<file path="src/hdl/cpg_consts.svh">
/*
 * Constants of the configuration port, pin group and watchdog block.
 * Assumes that it is included by bare name; the guard lets it be included more than once per compilation unit.
 */
`ifndef CPG_CONSTS_SVH
`define CPG_CONSTS_SVH

`define CPG_IDX_PORT 16'h002e
`define CPG_DAT_PORT 16'h002f
`define CPG_UNLOCK_KEY 8'h87
`define CPG_LOCK_KEY 8'haa
`define CPG_IDLE_READ 8'hff

`define CPG_REG_LDN 8'h07
`define CPG_REG_ACT 8'h30
`define CPG_REG_DIR 8'hf0
`define CPG_REG_DATA 8'hf1
`define CPG_REG_INV 8'hf2
`define CPG_REG_UNIT 8'hf5
`define CPG_REG_COUNT 8'hf6
`define CPG_REG_STAT 8'hf7

`define CPG_LDN_PINS 8'h09
`define CPG_LDN_WDT 8'h08
`define CPG_ACT_BIT 0
`define CPG_UNIT_BIT 3
`define CPG_STAT_BIT 0

`define CPG_RST_ZERO 8'h00
`define CPG_DIR_RST 8'hff
`define CPG_RST_PULSE 8'h10

`define CPG_CLK_NS 4
`define CPG_SEC_NS 1000000000
`define CPG_PRE_W 28
`define CPG_SEC_PER_MIN 6'h3c

`endif

</file>
<file path="src/hdl/cpg_pkg.sv">
/*
 * Types shared by the configuration port design files.
 * Assumes nothing beyond a SystemVerilog compiler.
 */
`default_nettype none
package cpg_pkg;
    typedef enum logic [1:0] {
        CPG_LOCKED,
        CPG_KEY1,
        CPG_OPEN
    } cpg_cfg_state_t;
endpackage
`default_nettype wire

</file>
<file path="src/hdl/cpg_tick.sv">
/*
 * Second and minute tick generator for the watchdog.
 * Assumes ref_clk is free running; sec_cyc is the number of clocks per second.
 */
`include "cpg_consts.svh"
`default_nettype none
module cpg_tick #(
    parameter logic [`CPG_PRE_W-1:0] sec_cyc = `CPG_PRE_W'(`CPG_SEC_NS / `CPG_CLK_NS)
) (
    input wire logic ref_clk,
    input wire logic arst_n,
    output logic sec_tick,
    output logic min_tick
);
    logic [`CPG_PRE_W-1:0] pre_q;
    logic [`CPG_PRE_W-1:0] pre_d;
    logic [5:0] sec_q;
    logic [5:0] sec_d;
    logic sec_tick_d;
    logic min_tick_d;

    always_comb begin
        pre_d = pre_q + `CPG_PRE_W'(1);
        sec_d = sec_q;
        sec_tick_d = 1'b0;
        min_tick_d = 1'b0;
        if (pre_q >= sec_cyc - `CPG_PRE_W'(1)) begin
            pre_d = '0;
            sec_tick_d = 1'b1;
            sec_d = sec_q + 6'h01;
            if (sec_q >= `CPG_SEC_PER_MIN - 6'h01) begin
                sec_d = '0;
                min_tick_d = 1'b1;
            end
        end
    end

    always_ff @(posedge ref_clk or negedge arst_n) begin
        if (!arst_n) begin
            pre_q <= '0;
            sec_q <= '0;
            sec_tick <= 1'b0;
            min_tick <= 1'b0;
        end else begin
            pre_q <= pre_d;
            sec_q <= sec_d;
            sec_tick <= sec_tick_d;
            min_tick <= min_tick_d;
        end
    end
endmodule
`default_nettype wire

</file>
<file path="src/hdl/cpg_top.sv">
/*
 * Configuration port with an eight pin group and a watchdog behind an
 * index/data port pair.
 * Assumes the host I/O cycle arrives synchronous to ref_clk as one-cycle
 * write or read strobes with a 16-bit port address.
 */
`include "cpg_consts.svh"
`default_nettype none
module cpg_top #(
    parameter logic [`CPG_PRE_W-1:0] sec_cyc = `CPG_PRE_W'(`CPG_SEC_NS / `CPG_CLK_NS)
) (
    input wire logic ref_clk,
    input wire logic arst_n,
    input wire logic [15:0] io_addr,
    input wire logic io_wr,
    input wire logic io_rd,
    input wire logic [7:0] io_wdata,
    output logic [7:0] io_rdata,
    output logic io_rvalid,
    input wire logic [7:0] pin_in,
    output logic [7:0] pin_out,
    output logic [7:0] pin_oe,
    output logic sys_reset
);
    cpg_pkg::cpg_cfg_state_t cfg_q;
    cpg_pkg::cpg_cfg_state_t cfg_d;
    logic [7:0] index_q;
    logic [7:0] index_d;
    logic [7:0] ldn_q;
    logic [7:0] ldn_d;
    logic [7:0] act_pins_q;
    logic [7:0] act_pins_d;
    logic [7:0] act_wdt_q;
    logic [7:0] act_wdt_d;
    logic [7:0] dir_q;
    logic [7:0] dir_d;
    logic [7:0] data_q;
    logic [7:0] data_d;
    logic [7:0] inv_q;
    logic [7:0] inv_d;
    logic [7:0] unit_q;
    logic [7:0] unit_d;
    logic [7:0] count_q;
    logic [7:0] count_d;
    logic fired_q;
    logic fired_d;
    logic [7:0] pulse_q;
    logic [7:0] pulse_d;
    logic [7:0] rdata_d;
    logic rvalid_d;
    logic [7:0] pin_out_d;
    logic [7:0] pin_oe_d;
    logic sys_reset_d;
    logic sec_tick;
    logic min_tick;
    logic unit_tick;
    logic idx_wr;
    logic dat_wr;
    logic dat_rd;
    logic sel_pins;
    logic sel_wdt;
    logic [7:0] pin_view;
    logic count_wr;
    logic stat_clr;
    logic expire;
    logic [7:0] pins_rdata;
    logic [7:0] wdt_rdata;

    // Minute ticks are derived from second ticks, so both units share one prescaler.
    cpg_tick #(
        .sec_cyc(sec_cyc)
    ) u_tick (
        .ref_clk(ref_clk),
        .arst_n(arst_n),
        .sec_tick(sec_tick),
        .min_tick(min_tick)
    );

    // Data port accesses only count while configuration is unlocked.
    assign idx_wr = io_wr && (io_addr == `CPG_IDX_PORT);
    assign dat_wr = io_wr && (io_addr == `CPG_DAT_PORT) && (cfg_q == cpg_pkg::CPG_OPEN);
    assign dat_rd = io_rd && (io_addr == `CPG_DAT_PORT) && (cfg_q == cpg_pkg::CPG_OPEN);
    assign sel_pins = (ldn_q == `CPG_LDN_PINS);
    assign sel_wdt = (ldn_q == `CPG_LDN_WDT);
    assign unit_tick = unit_q[`CPG_UNIT_BIT] ? min_tick : sec_tick;

    // Watchdog write strobes, qualified by the watchdog being the selected device; expiry is not qualified by it.
    assign count_wr = dat_wr && sel_wdt && (index_q == `CPG_REG_COUNT);
    assign stat_clr = dat_wr && sel_wdt && (index_q == `CPG_REG_STAT) && io_wdata[`CPG_STAT_BIT];
    assign expire = act_wdt_q[`CPG_ACT_BIT] && unit_tick && (count_q == 8'h01) && !count_wr;

    // Direction resets to all inputs, so no pin is driven before software has set it up.
    // Per-pin value as software sees it: the pad for inputs, the latch for outputs, both through inversion.
    genvar gi;
    generate
        for (gi = 0; gi < 8; gi++) begin : g_pin
            assign pin_view[gi] = (dir_q[gi] ? pin_in[gi] : data_q[gi]) ^ inv_q[gi];
            assign pin_oe_d[gi] = act_pins_q[`CPG_ACT_BIT] && !dir_q[gi];
            assign pin_out_d[gi] = pin_oe_d[gi] && (data_q[gi] ^ inv_q[gi]);
        end
    endgenerate

    // Unlock sequence and index latch.
    // A wrong second key drops back to locked, so a lone key byte never opens the port.
    // The relock byte is not latched as an index, so the last index survives a relock.
    always_comb begin
        cfg_d = cfg_q;
        index_d = index_q;
        if (idx_wr) begin
            case (cfg_q)
                cpg_pkg::CPG_LOCKED: begin
                    if (io_wdata == `CPG_UNLOCK_KEY) begin
                        cfg_d = cpg_pkg::CPG_KEY1;
                    end
                end
                cpg_pkg::CPG_KEY1: begin
                    cfg_d = (io_wdata == `CPG_UNLOCK_KEY) ? cpg_pkg::CPG_OPEN : cpg_pkg::CPG_LOCKED;
                end
                cpg_pkg::CPG_OPEN: begin
                    if (io_wdata == `CPG_LOCK_KEY) begin
                        cfg_d = cpg_pkg::CPG_LOCKED;
                    end else begin
                        index_d = io_wdata;
                    end
                end
                default: begin
                    cfg_d = cpg_pkg::CPG_LOCKED;
                end
            endcase
        end
    end

    always_ff @(posedge ref_clk or negedge arst_n) begin
        if (!arst_n) begin
            cfg_q <= cpg_pkg::CPG_LOCKED;
            index_q <= `CPG_RST_ZERO;
        end else begin
            cfg_q <= cfg_d;
            index_q <= index_d;
        end
    end

    // Register writes through the data port.
    // Pin registers take writes only while the pin group is selected, watchdog registers likewise.
    always_comb begin
        ldn_d = ldn_q;
        act_pins_d = act_pins_q;
        act_wdt_d = act_wdt_q;
        dir_d = dir_q;
        data_d = data_q;
        inv_d = inv_q;
        unit_d = unit_q;
        if (dat_wr) begin
            case (index_q)
                `CPG_REG_LDN: ldn_d = io_wdata;
                `CPG_REG_ACT: begin
                    if (sel_pins) begin
                        act_pins_d = io_wdata;
                    end else if (sel_wdt) begin
                        act_wdt_d = io_wdata;
                    end
                end
                `CPG_REG_DIR: begin
                    if (sel_pins) begin
                        dir_d = io_wdata;
                    end
                end
                `CPG_REG_DATA: begin
                    if (sel_pins) begin
                        data_d = io_wdata;
                    end
                end
                `CPG_REG_INV: begin
                    if (sel_pins) begin
                        inv_d = io_wdata;
                    end
                end
                `CPG_REG_UNIT: begin
                    if (sel_wdt) begin
                        unit_d = io_wdata;
                    end
                end
                default: begin
                end
            endcase
        end
    end

    always_ff @(posedge ref_clk or negedge arst_n) begin
        if (!arst_n) begin
            ldn_q <= `CPG_RST_ZERO;
            act_pins_q <= `CPG_RST_ZERO;
            act_wdt_q <= `CPG_RST_ZERO;
            dir_q <= `CPG_DIR_RST;
            data_q <= `CPG_RST_ZERO;
            inv_q <= `CPG_RST_ZERO;
            unit_q <= `CPG_RST_ZERO;
        end else begin
            ldn_q <= ldn_d;
            act_pins_q <= act_pins_d;
            act_wdt_q <= act_wdt_d;
            dir_q <= dir_d;
            data_q <= data_d;
            inv_q <= inv_d;
            unit_q <= unit_d;
        end
    end

    // Watchdog countdown, expiry flag and reset pulse.
    // The unit prescaler runs free, so the first unit after a load may be short by up to one unit.
    always_comb begin
        count_d = count_q;
        fired_d = fired_q;
        pulse_d = pulse_q;
        if (pulse_q != `CPG_RST_ZERO) begin
            pulse_d = pulse_q - 8'h01;
        end
        // A service write that lands on the last unit tick wins, so the system keeps running.
        if (count_wr) begin
            count_d = io_wdata;
        end else if (act_wdt_q[`CPG_ACT_BIT] && unit_tick && count_q != `CPG_RST_ZERO) begin
            count_d = count_q - 8'h01;
        end
        if (expire) begin
            pulse_d = `CPG_RST_PULSE;
        end
        // A clear written in the same cycle as an expiry loses to the expiry.
        if (expire) begin
            fired_d = 1'b1;
        end else if (stat_clr) begin
            fired_d = 1'b0;
        end
    end

    always_ff @(posedge ref_clk or negedge arst_n) begin
        if (!arst_n) begin
            count_q <= `CPG_RST_ZERO;
            fired_q <= 1'b0;
            pulse_q <= `CPG_RST_ZERO;
        end else begin
            count_q <= count_d;
            fired_q <= fired_d;
            pulse_q <= pulse_d;
        end
    end

    // Read data per device; registers of a device that is not selected read as zero.
    always_comb begin
        pins_rdata = `CPG_RST_ZERO;
        wdt_rdata = `CPG_RST_ZERO;
        case (index_q)
            `CPG_REG_ACT: begin
                pins_rdata = act_pins_q;
                wdt_rdata = act_wdt_q;
            end
            `CPG_REG_DIR: pins_rdata = dir_q;
            `CPG_REG_DATA: pins_rdata = pin_view;
            `CPG_REG_INV: pins_rdata = inv_q;
            `CPG_REG_UNIT: wdt_rdata = unit_q;
            `CPG_REG_COUNT: wdt_rdata = count_q;
            `CPG_REG_STAT: wdt_rdata = {7'h00, fired_q};
            default: begin
            end
        endcase
    end

    // Both ports always answer a read; a locked port answers all ones, as an absent device would.
    always_comb begin
        rdata_d = `CPG_IDLE_READ;
        rvalid_d = io_rd && ((io_addr == `CPG_IDX_PORT) || (io_addr == `CPG_DAT_PORT));
        if (io_rd && io_addr == `CPG_IDX_PORT && cfg_q == cpg_pkg::CPG_OPEN) begin
            rdata_d = index_q;
        end
        if (dat_rd) begin
            if (index_q == `CPG_REG_LDN) begin
                rdata_d = ldn_q;
            end else if (sel_pins) begin
                rdata_d = pins_rdata;
            end else if (sel_wdt) begin
                rdata_d = wdt_rdata;
            end else begin
                rdata_d = `CPG_RST_ZERO;
            end
        end
    end

    // The reset request leaves from the same edge that loads the pulse counter.
    always_comb begin
        sys_reset_d = (pulse_d != `CPG_RST_ZERO);
    end

    // Every output leaves from a flop, so pin changes trail the register write by one clock; reset leaves with the pulse counter load.
    always_ff @(posedge ref_clk or negedge arst_n) begin
        if (!arst_n) begin
            io_rdata <= `CPG_RST_ZERO;
            io_rvalid <= 1'b0;
            pin_out <= `CPG_RST_ZERO;
            pin_oe <= `CPG_RST_ZERO;
            sys_reset <= 1'b0;
        end else begin
            io_rdata <= rdata_d;
            io_rvalid <= rvalid_d;
            pin_out <= pin_out_d;
            pin_oe <= pin_oe_d;
            sys_reset <= sys_reset_d;
        end
    end
endmodule
`default_nettype wire

</file>
<file path="config.mk">
export PLATFORM = sky130hd
export DESIGN_NAME = cpg_top
export DESIGN_NICKNAME = d
export VERILOG_FILES = /design/src/hdl/cpg_pkg.sv /design/src/hdl/cpg_tick.sv /design/src/hdl/cpg_top.sv
export VERILOG_INCLUDE_DIRS = /design/src /design/src/hdl
export SDC_FILE = /design/constraint.sdc
export NUM_CORES = 1
export LEC_CHECK = 0
export BUFFER_PORTS_ARGS = -buffer_cell sky130_fd_sc_hd__buf_2
export CAP_MARGIN = 20
export CORE_UTILIZATION = 40
export DETAILED_ROUTE_END_ITERATION = 6
export GPL_TIMING_DRIVEN = 0
export RECOVER_POWER = 100
export REMOVE_ABC_BUFFERS = 1
export SLEW_MARGIN = 10
export SYNTH_ARGS = -nofsm -noshare
export SYNTH_HDL_FRONTEND = slang
export SYNTH_SLANG_ARGS = --single-unit
</file>
<file path="constraint.sdc">
create_clock -name ref_clk -period 2.2 [get_ports ref_clk]
set_input_delay 0.44 -clock ref_clk [delete_from_list [all_inputs] [get_ports ref_clk]]
set_output_delay 0.44 -clock ref_clk [all_outputs]
set_load 0.01 [all_outputs]
</file>
==> tab_implementation.tex, run 1 <==
\begin{tabular}{lr}
\hline
Metric & Value \\
\hline
\multicolumn{2}{l}{\textbf{GRT}} \\
GRT Util Overall & 0.194 \\
Sum of overflow across all layers after global routing & 0 \\
Maximum number of pins on one net before global-route repair & 90 \\
First-pass GRT wire length & 27.2 mm \\
Via count of the first global-routing pass & 5221 \\
Initial antenna violation count & 0 \\
\multicolumn{2}{l}{\textbf{Setup path}} \\
Worst path depth & 4 \\
Worst-case reg-to-reg path depth & 4 \\
Critical Path Source Type & register \\
Crit Path Category & register to register \\
Type of element capturing the critical path & register \\
Crit-path slowest cell & sky130\_fd\_sc\_hd\_\_or4\_4 \\
Critical Path Max Stage Delay & 600 ps \\
Worst EP arrival & 2460 ps \\
Top delay family on crit path & simple AND/OR/NAND/NOR gates \\
Cell chain of the critical path & nor4\_2 -> nand2\_1 -> or4\_4 -> mux2\_1 \\
Buffering stage count on the worst path with inverters included & 0 \\
Worst EP required & 2500 ps \\
Top fanout value on the critical path & 10 \\
\multicolumn{2}{l}{\textbf{Cells and area}} \\
Count of placed standard cells in the final layout, fillers left out & 956 \\
Diode insertion count for antenna repair & 0 \\
Final Instance Area & 0.00857 mm² \\
Final Net Count & 761 \\
Count of filler cells inserted in the layout & 1571 \\
Layout-stage area growth over the synthesis result & 19.7\% \\
Proportion of layout cells with a drive suffix above 1 & 0.282 \\
FF/Latch Area & 0.00364 mm² \\
Commonest cells after routing, fill and taps aside & 132 x sky130\_fd\_sc\_hd\_\_dfrtp\_1, 64 x sky130\_fd\_sc\_hd\_\_mux2\_2, 52 x sky130\_fd\_sc\_hd\_\_nor2\_1, 40 x sky130\_fd\_sc\_hd\_\_xor2\_1, 34 x sky130\_fd\_sc\_hd\_\_clkbuf\_1 \\
Multi-input gate area in the final layout & 0.00351 mm² \\
Leading cell type in the layout, fill and taps excluded & sky130\_fd\_sc\_hd\_\_dfrtp\_1 \\
\multicolumn{2}{l}{\textbf{Floorplan}} \\
Core region area & 0.0174 mm² \\
Height of the die & 136 µm \\
Num rows & 48 \\
Floorplan die width & 136 µm \\
Full die area & 0.0184 mm² \\
Boundary Pins & 62 \\
Initial standard-cell utilization of the core & 0.411 \\
\multicolumn{2}{l}{\textbf{Synth}} \\
Distinct cell type count after synthesis & 65 \\
Yosys top cell by area & sky130\_fd\_sc\_hd\_\_dfrtp\_1 \\
Top cells by area, synth & sky130\_fd\_sc\_hd\_\_dfrtp\_1 48\%, sky130\_fd\_sc\_hd\_\_mux2\_2 11\%, sky130\_fd\_sc\_hd\_\_xor2\_1 4.9\% \\
Main flop type after synthesis & sky130\_fd\_sc\_hd\_\_dfrtp\_1 \\
Post-synthesis sequential area ratio & 0.508 \\
Synthesized instance count & 641 \\
Fraction of registers with async set/reset & 1.00 \\
Fraction of post-synthesis cell area in the top cell type by area & 0.479 \\
Synthesized flop and latch total & 145 \\
Mean instance size in the synthesized netlist & 11.2 µm² \\
Number of synthesized flops with an enable pin & 0 \\
Number of warning messages in the yosys log & 0 \\
Post-Synthesis Cell Area & 0.00716 mm² \\
\multicolumn{2}{l}{\textbf{Place}} \\
Instance area after placement & 0.00768 mm² \\
Count of placed standard cells including taps & 902 \\
Port Buffers & 61 \\
Final weighted congestion in routability-driven placement & 0.884 \\
Detailed-placement wirelength estimate & 11.1 mm \\
Pre-CTS WS & -678 ps \\
\multicolumn{2}{l}{\textbf{Route}} \\
DRT Wirelength & 16.9 mm \\
Detailed-route wire length per cell & 17.7 µm \\
Detailed-route via count & 5301 \\
DRC violation count after routing & 0 \\
Via/cell ratio & 5.54 \\
Violation count after the first detailed-route iteration & 316 \\
Count of nets left with antenna violations after detail routing & 0 \\
Number of iterations in the first detailed-routing pass & 5 \\
\multicolumn{2}{l}{\textbf{Power and ir drop}} \\
Worst-case vdd ir drop & 0.572 mV \\
Net Sw Power & 1.15 mW \\
Pleak & 3.92 nW \\
Switching power as a share of total power & 0.204 \\
Power density over the cells & 661 mW/mm² \\
Tot Pwr & 5.66 mW \\
Clock network fraction of design power & 0.505 \\
Cell internal pwr & 4.51 mW \\
Register share of total power & 0.472 \\
Fraction of power consumed by combinational cells & 0.023 \\
\multicolumn{2}{l}{\textbf{STA}} \\
Unrepaired setup endpoints after global routing & true \\
Tightest hold margin & 295 ps \\
Final setup fails & 0 \\
Highest Clock Rate & 463 MHz \\
Number of endpoints with negative hold slack in the final report & 0 \\
Final critical delay including setup and external delays & 2160 ps \\
Slew @ Worst Pin & 1030 ps \\
Number of slew-limit violations in the final report & 0 \\
Worst Skew & 8.08 ps \\
Final cycle utilization of the critical path & 0.981 \\
Relative slew slack & 0.305 \\
Post-layout worst setup margin & 41.3 ps \\
\multicolumn{2}{l}{\textbf{Job}} \\
Max capacitance violation total & 0 \\
\multicolumn{2}{l}{\textbf{Clock network}} \\
CTS tree & yes \\
Master cell of the clock root buffer & sky130\_fd\_sc\_hd\_\_clkbuf\_16 \\
Clock transition at path regs & 60 ps \\
Number of CTS-inserted buffers & 17 \\
Clock latency of the later-clocked register in the worst-skew pair & 420 ps \\
Maximum buffer depth of the clock tree & 2 \\
Maximum level of the CTS H-tree & 4 \\
Clk sink count & 145 \\
\multicolumn{2}{l}{\textbf{Min path}} \\
Type of the tightest min-delay check & input pin to register \\
Hold Path Stages & 2 \\
\multicolumn{2}{l}{\textbf{Run status}} \\
Run status & finished clean \\
\hline
\end{tabular}
final cells by class:
cell class              instances  share of cell area
clock buffers                  25              0.0543
well taps                     225              0.0329
inverters                      13             0.00657
multi-input cells             457               0.409
repair buffers                 84              0.0588
flip-flops and latches        145               0.425
clock inverters                 7              0.0129
repair_timing:
item	CTS	global route
resized for setup	31	14
setup buffers	13	8
hold buffers	1	0
pin swaps	10	7
hold endpoints to repair	7	0
endpoints found under the setup margin	118	111
kinds of logic (layout without fill, tap and decap cells):
family | after synthesis | after routing | share of synthesized area
mux | 80 | 80 | 0.125
flops | 145 | 145 | 0.508
buf+inv | 39 | 129 | 0.0204
fa+ha+maj | 7 | 7 | 0.0122
xor+xnor | 52 | 52 | 0.0636
simple gates | 217 | 217 | 0.172
compound gates | 101 | 101 | 0.0993
stage by stage:
| step | setup TNS [ps] | utilization |
|---|---|---|
| detailed placement | -40320 | 0.441 |
| global placement | -213850 | 0.439 |
| global route | -415 | 0.492 |
| CTS | 0 | 0.491 |
| finish | 0 | 0.492 |
| floorplan | -2260 | - |
flip-flops by register name (all words and copies together), names as in the netlist, 2 cells and up:
name / count
act_pins_q: 8
act_wdt_q: 8
cfg_q: 2
count_q: 8
data_q: 8
dir_q: 8
index_q: 8
inv_q: 8
io_rdata: 8
ldn_q: 8
pin_oe: 8
pin_out: 8
pulse_q: 8
u_tick.pre_q: 28
u_tick.sec_q: 6
unit_q: 8
synthesized netlist by cell type, types with 12 or more instances:
| cell type | n |
|---|---|
| sky130_fd_sc_hd__a22oi_1 | 16 |
| sky130_fd_sc_hd__and2_1 | 12 |
| sky130_fd_sc_hd__clkbuf_1 | 22 |
| sky130_fd_sc_hd__dfrtp_1 | 137 |
| sky130_fd_sc_hd__inv_1 | 12 |
| sky130_fd_sc_hd__mux2_2 | 72 |
| sky130_fd_sc_hd__nand2_1 | 29 |
| sky130_fd_sc_hd__nand3_1 | 25 |
| sky130_fd_sc_hd__nor2_1 | 52 |
| sky130_fd_sc_hd__nor3_1 | 18 |
| sky130_fd_sc_hd__o21ai_0 | 22 |
| sky130_fd_sc_hd__xnor2_1 | 12 |
| sky130_fd_sc_hd__xor2_1 | 40 |
layer usage:
metal	part of all wire	global-route usage
met1	0.46	0.258
met3	0.047	0.0389
met5	0	0
met4	0.012	0.0630
met2	0.49	0.315
power by group through the flow:
stage	logic [mW]	clock network [mW]	registers [mW]
floorplan	0.00989	0	2.72
global placement	0.126	0	2.72
detailed placement	0.137	0	2.72
CTS	0.140	2.91	2.67
global route	0.148	3.04	2.67
finish	0.131	2.86	2.67
final timing paths:
kind	startpoint	end	slack, ps
setup / recovery	index_q[1]	act_wdt_q[5]	40
hold / removal	io_rd	io_rvalid	290
setup reg to reg	index_q[1]	act_wdt_q[5]	40
hold reg to reg	act_wdt_q[5]	act_wdt_q[5]	490
max in group asynchronous	arst_n	data_q[7]	480
min in group asynchronous	arst_n	sys_reset	540
Power figures use the tool's default switching activity.
==> run 2, diff against run 1 <==
==> constraint.sdc (replaced) <==
create_clock -name ref_clk -period 2.2 [get_ports ref_clk]
set_input_delay 0.11 -clock ref_clk [delete_from_list [all_inputs] [get_ports ref_clk]]
set_output_delay 0.11 -clock ref_clk [all_outputs]
set_load 0.01 [all_outputs]
==> tab_implementation.tex, run 2 (synthesis gave the netlist of run 1 again) <==
\begin{tabular}{lr}
\hline
Metric & Value \\
\hline
\multicolumn{2}{l}{\textbf{Setup path}} \\
Top fanout value on the critical path & 10 \\
Flop2flop setup slack & 30 ps \\
Type of element capturing the critical path & register \\
Crit Path Category & register to register \\
Critical Path Source Type & register \\
Worst-case reg-to-reg path depth & 4 \\
Destination of the worst register-to-register timing path & act\_wdt\_q[5] \\
Worst EP required & 2490 ps \\
R2R Path Start & index\_q[1] \\
Worst EP arrival & 2460 ps \\
Worst setup path startpoint & index\_q[1] \\
\multicolumn{2}{l}{\textbf{GRT}} \\
GRT Util Overall & 0.194 \\
Initial antenna violation count & 0 \\
First-pass GRT wire length & 27.2 mm \\
Sum of overflow across all layers after global routing & 0 \\
Maximum number of pins on one net before global-route repair & 90 \\
Via count of the first global-routing pass & 5216 \\
\multicolumn{2}{l}{\textbf{STA}} \\
Slew @ Worst Pin & 1430 ps \\
Final cycle utilization of the critical path & 0.985 \\
Number of slew-limit violations in the final report & 0 \\
Relative slew slack & 0.0500 \\
Tightest hold margin & 63.5 ps \\
Worst Skew & 18.0 ps \\
Unrepaired setup endpoints after global routing & true \\
Final critical delay including setup and external delays & 2170 ps \\
Number of endpoints with negative hold slack in the final report & 0 \\
Final setup fails & 0 \\
Highest Clock Rate & 462 MHz \\
\multicolumn{2}{l}{\textbf{Clock network}} \\
CTS tree & yes \\
Maximum buffer depth of the clock tree & 2 \\
Master cell of the clock root buffer & sky130\_fd\_sc\_hd\_\_clkbuf\_16 \\
Clk sink count & 145 \\
Clock latency of the later-clocked register in the worst-skew pair & 430 ps \\
Clock transition at path regs & 60 ps \\
Number of CTS-inserted buffers & 17 \\
Maximum level of the CTS H-tree & 4 \\
\multicolumn{2}{l}{\textbf{Floorplan}} \\
Core region area & 0.0174 mm² \\
Floorplan die width & 136 µm \\
Full die area & 0.0184 mm² \\
Boundary Pins & 62 \\
Height of the die & 136 µm \\
Initial standard-cell utilization of the core & 0.411 \\
Num rows & 48 \\
\multicolumn{2}{l}{\textbf{Route}} \\
Count of nets left with antenna violations after detail routing & 0 \\
Detailed-route via count & 5299 \\
DRC violation count after routing & 0 \\
Violation count after the first detailed-route iteration & 344 \\
Number of iterations in the first detailed-routing pass & 5 \\
Via/cell ratio & 5.55 \\
DRT Wirelength & 16.9 mm \\
Detailed-route wire length per cell & 17.7 µm \\
\multicolumn{2}{l}{\textbf{Place}} \\
Final weighted congestion in routability-driven placement & 0.884 \\
Detailed-placement wirelength estimate & 11.1 mm \\
Port Buffers & 61 \\
\multicolumn{2}{l}{\textbf{Cells and area}} \\
Post-Route Utilization & 0.492 \\
FF/Latch Area & 0.00365 mm² \\
Layout-stage area growth over the synthesis result & 19.6\% \\
Multi-input gate area in the final layout & 0.00354 mm² \\
Commonest cells after routing, fill and taps aside & 131 x sky130\_fd\_sc\_hd\_\_dfrtp\_1, 56 x sky130\_fd\_sc\_hd\_\_mux2\_2, 52 x sky130\_fd\_sc\_hd\_\_nor2\_1, 40 x sky130\_fd\_sc\_hd\_\_xor2\_1, 34 x sky130\_fd\_sc\_hd\_\_buf\_2 \\
Proportion of layout cells with a drive suffix above 1 & 0.281 \\
Largest register FFs & 28 \\
Leading cell type in the layout, fill and taps excluded & sky130\_fd\_sc\_hd\_\_dfrtp\_1 \\
Register bank with the most flops & u\_tick.pre\_q \\
Diode insertion count for antenna repair & 0 \\
Count of filler cells inserted in the layout & 1570 \\
Final Net Count & 759 \\
\multicolumn{2}{l}{\textbf{Power and ir drop}} \\
Worst-case vdd ir drop & 0.590 mV \\
Pleak & 3.90 nW \\
Power density over the cells & 661 mW/mm² \\
\multicolumn{2}{l}{\textbf{Job}} \\
Max capacitance violation total & 0 \\
\multicolumn{2}{l}{\textbf{Min path}} \\
Hold Path Stages & 4 \\
Type of the tightest min-delay check & input pin to register \\
Sink of the worst hold path & cfg\_q[0] \\
Worst min-delay path startpoint & io\_addr[0] \\
\multicolumn{2}{l}{\textbf{Run status}} \\
Run status & finished clean \\
\hline
\end{tabular}
-- run 2: cell types whose count changed in the layout (fill, tap and decap cells not counted), moves of 2 or more --
| cell | change |
|---|---|
| sky130_fd_sc_hd__clkbuf_2 | +2 |
| sky130_fd_sc_hd__mux2_4 | +8 |
| sky130_fd_sc_hd__buf_4 | -3 |
| sky130_fd_sc_hd__mux2_2 | -8 |
| sky130_fd_sc_hd__buf_6 | -2 |
| sky130_fd_sc_hd__clkbuf_8 | +2 |
| sky130_fd_sc_hd__buf_12 | -3 |
-- run 2: worst max-delay path, cell delays in order, from the launching register on --
cell and delay (ps):
sky130_fd_sc_hd__dfrtp_1 530, sky130_fd_sc_hd__nor4_2 370, sky130_fd_sc_hd__nand2_1 200, sky130_fd_sc_hd__or4_4 600, sky130_fd_sc_hd__mux2_1 340
-- run 2: routing by layer --
layer | GRT usage | wire, µm | vias up | part of all wire
li1 | - | - | 2479 | -
met5 | 0 | 0 | - | 0
met2 | 0.314 | 8180 | 130 | 0.48
met4 | 0.0630 | 229 | 0 | 0.014
met1 | 0.258 | 7800 | 2671 | 0.46
met3 | 0.0389 | 701 | 19 | 0.041
-- run 2: power by group --
group / switching (mW) / total, mW / internal [mW]
clock network: 1.06 / 2.86 / 1.81
logic: 0.0986 / 0.133 / 0.0341
registers: 0.00000278 / 2.67 / 2.67
-- run 2: worst max path at each step --
stage | to | slack (ps)
CTS | dir_q[7] | 0.4
detailed placement | inv_q[7] | -680
global route | act_wdt_q[5] | -50
floorplan | inv_q[0] | 70
finish | act_wdt_q[5] | 30
global placement | pin_oe[1] | -980
-- run 2: metrics by stage --
| stage | setup TNS, ps | cell area, µm² | total power [mW] | std cells | setup slack, ps |
|---|---|---|---|---|---|
| floorplan | 0 | 7060 | 2.73 | 615 | 73.7 |
| detailed placement | -28870 | 7680 | 2.85 | 902 | -678 |
| global placement | -156870 | 7650 | 2.84 | 901 | -981 |
| finish | 0 | 8570 | 5.66 | 954 | 33.5 |
| global route | -1690 | 8570 | 5.86 | 954 | -46.8 |
| CTS | 0 | 8550 | 5.72 | 948 | 0.351 |
-- run 2: cell type report --
cell class                 instances  share of cell area
clock buffer                      25              0.0543
timing repair buffer              82              0.0540
tap                              225              0.0329
clock inverter                     7              0.0129
multi-input combinational        457               0.414
sequential                       145               0.426
inverter                          13             0.00657
-- run 2: timing repair --
action                                  CTS  global route
gates resized for setup                  31            22
hold buffers                              2             0
endpoints found under the setup margin  110            91
hold endpoints to repair                 53             0
pin swaps                                 9             9
buffers inserted                         12             6
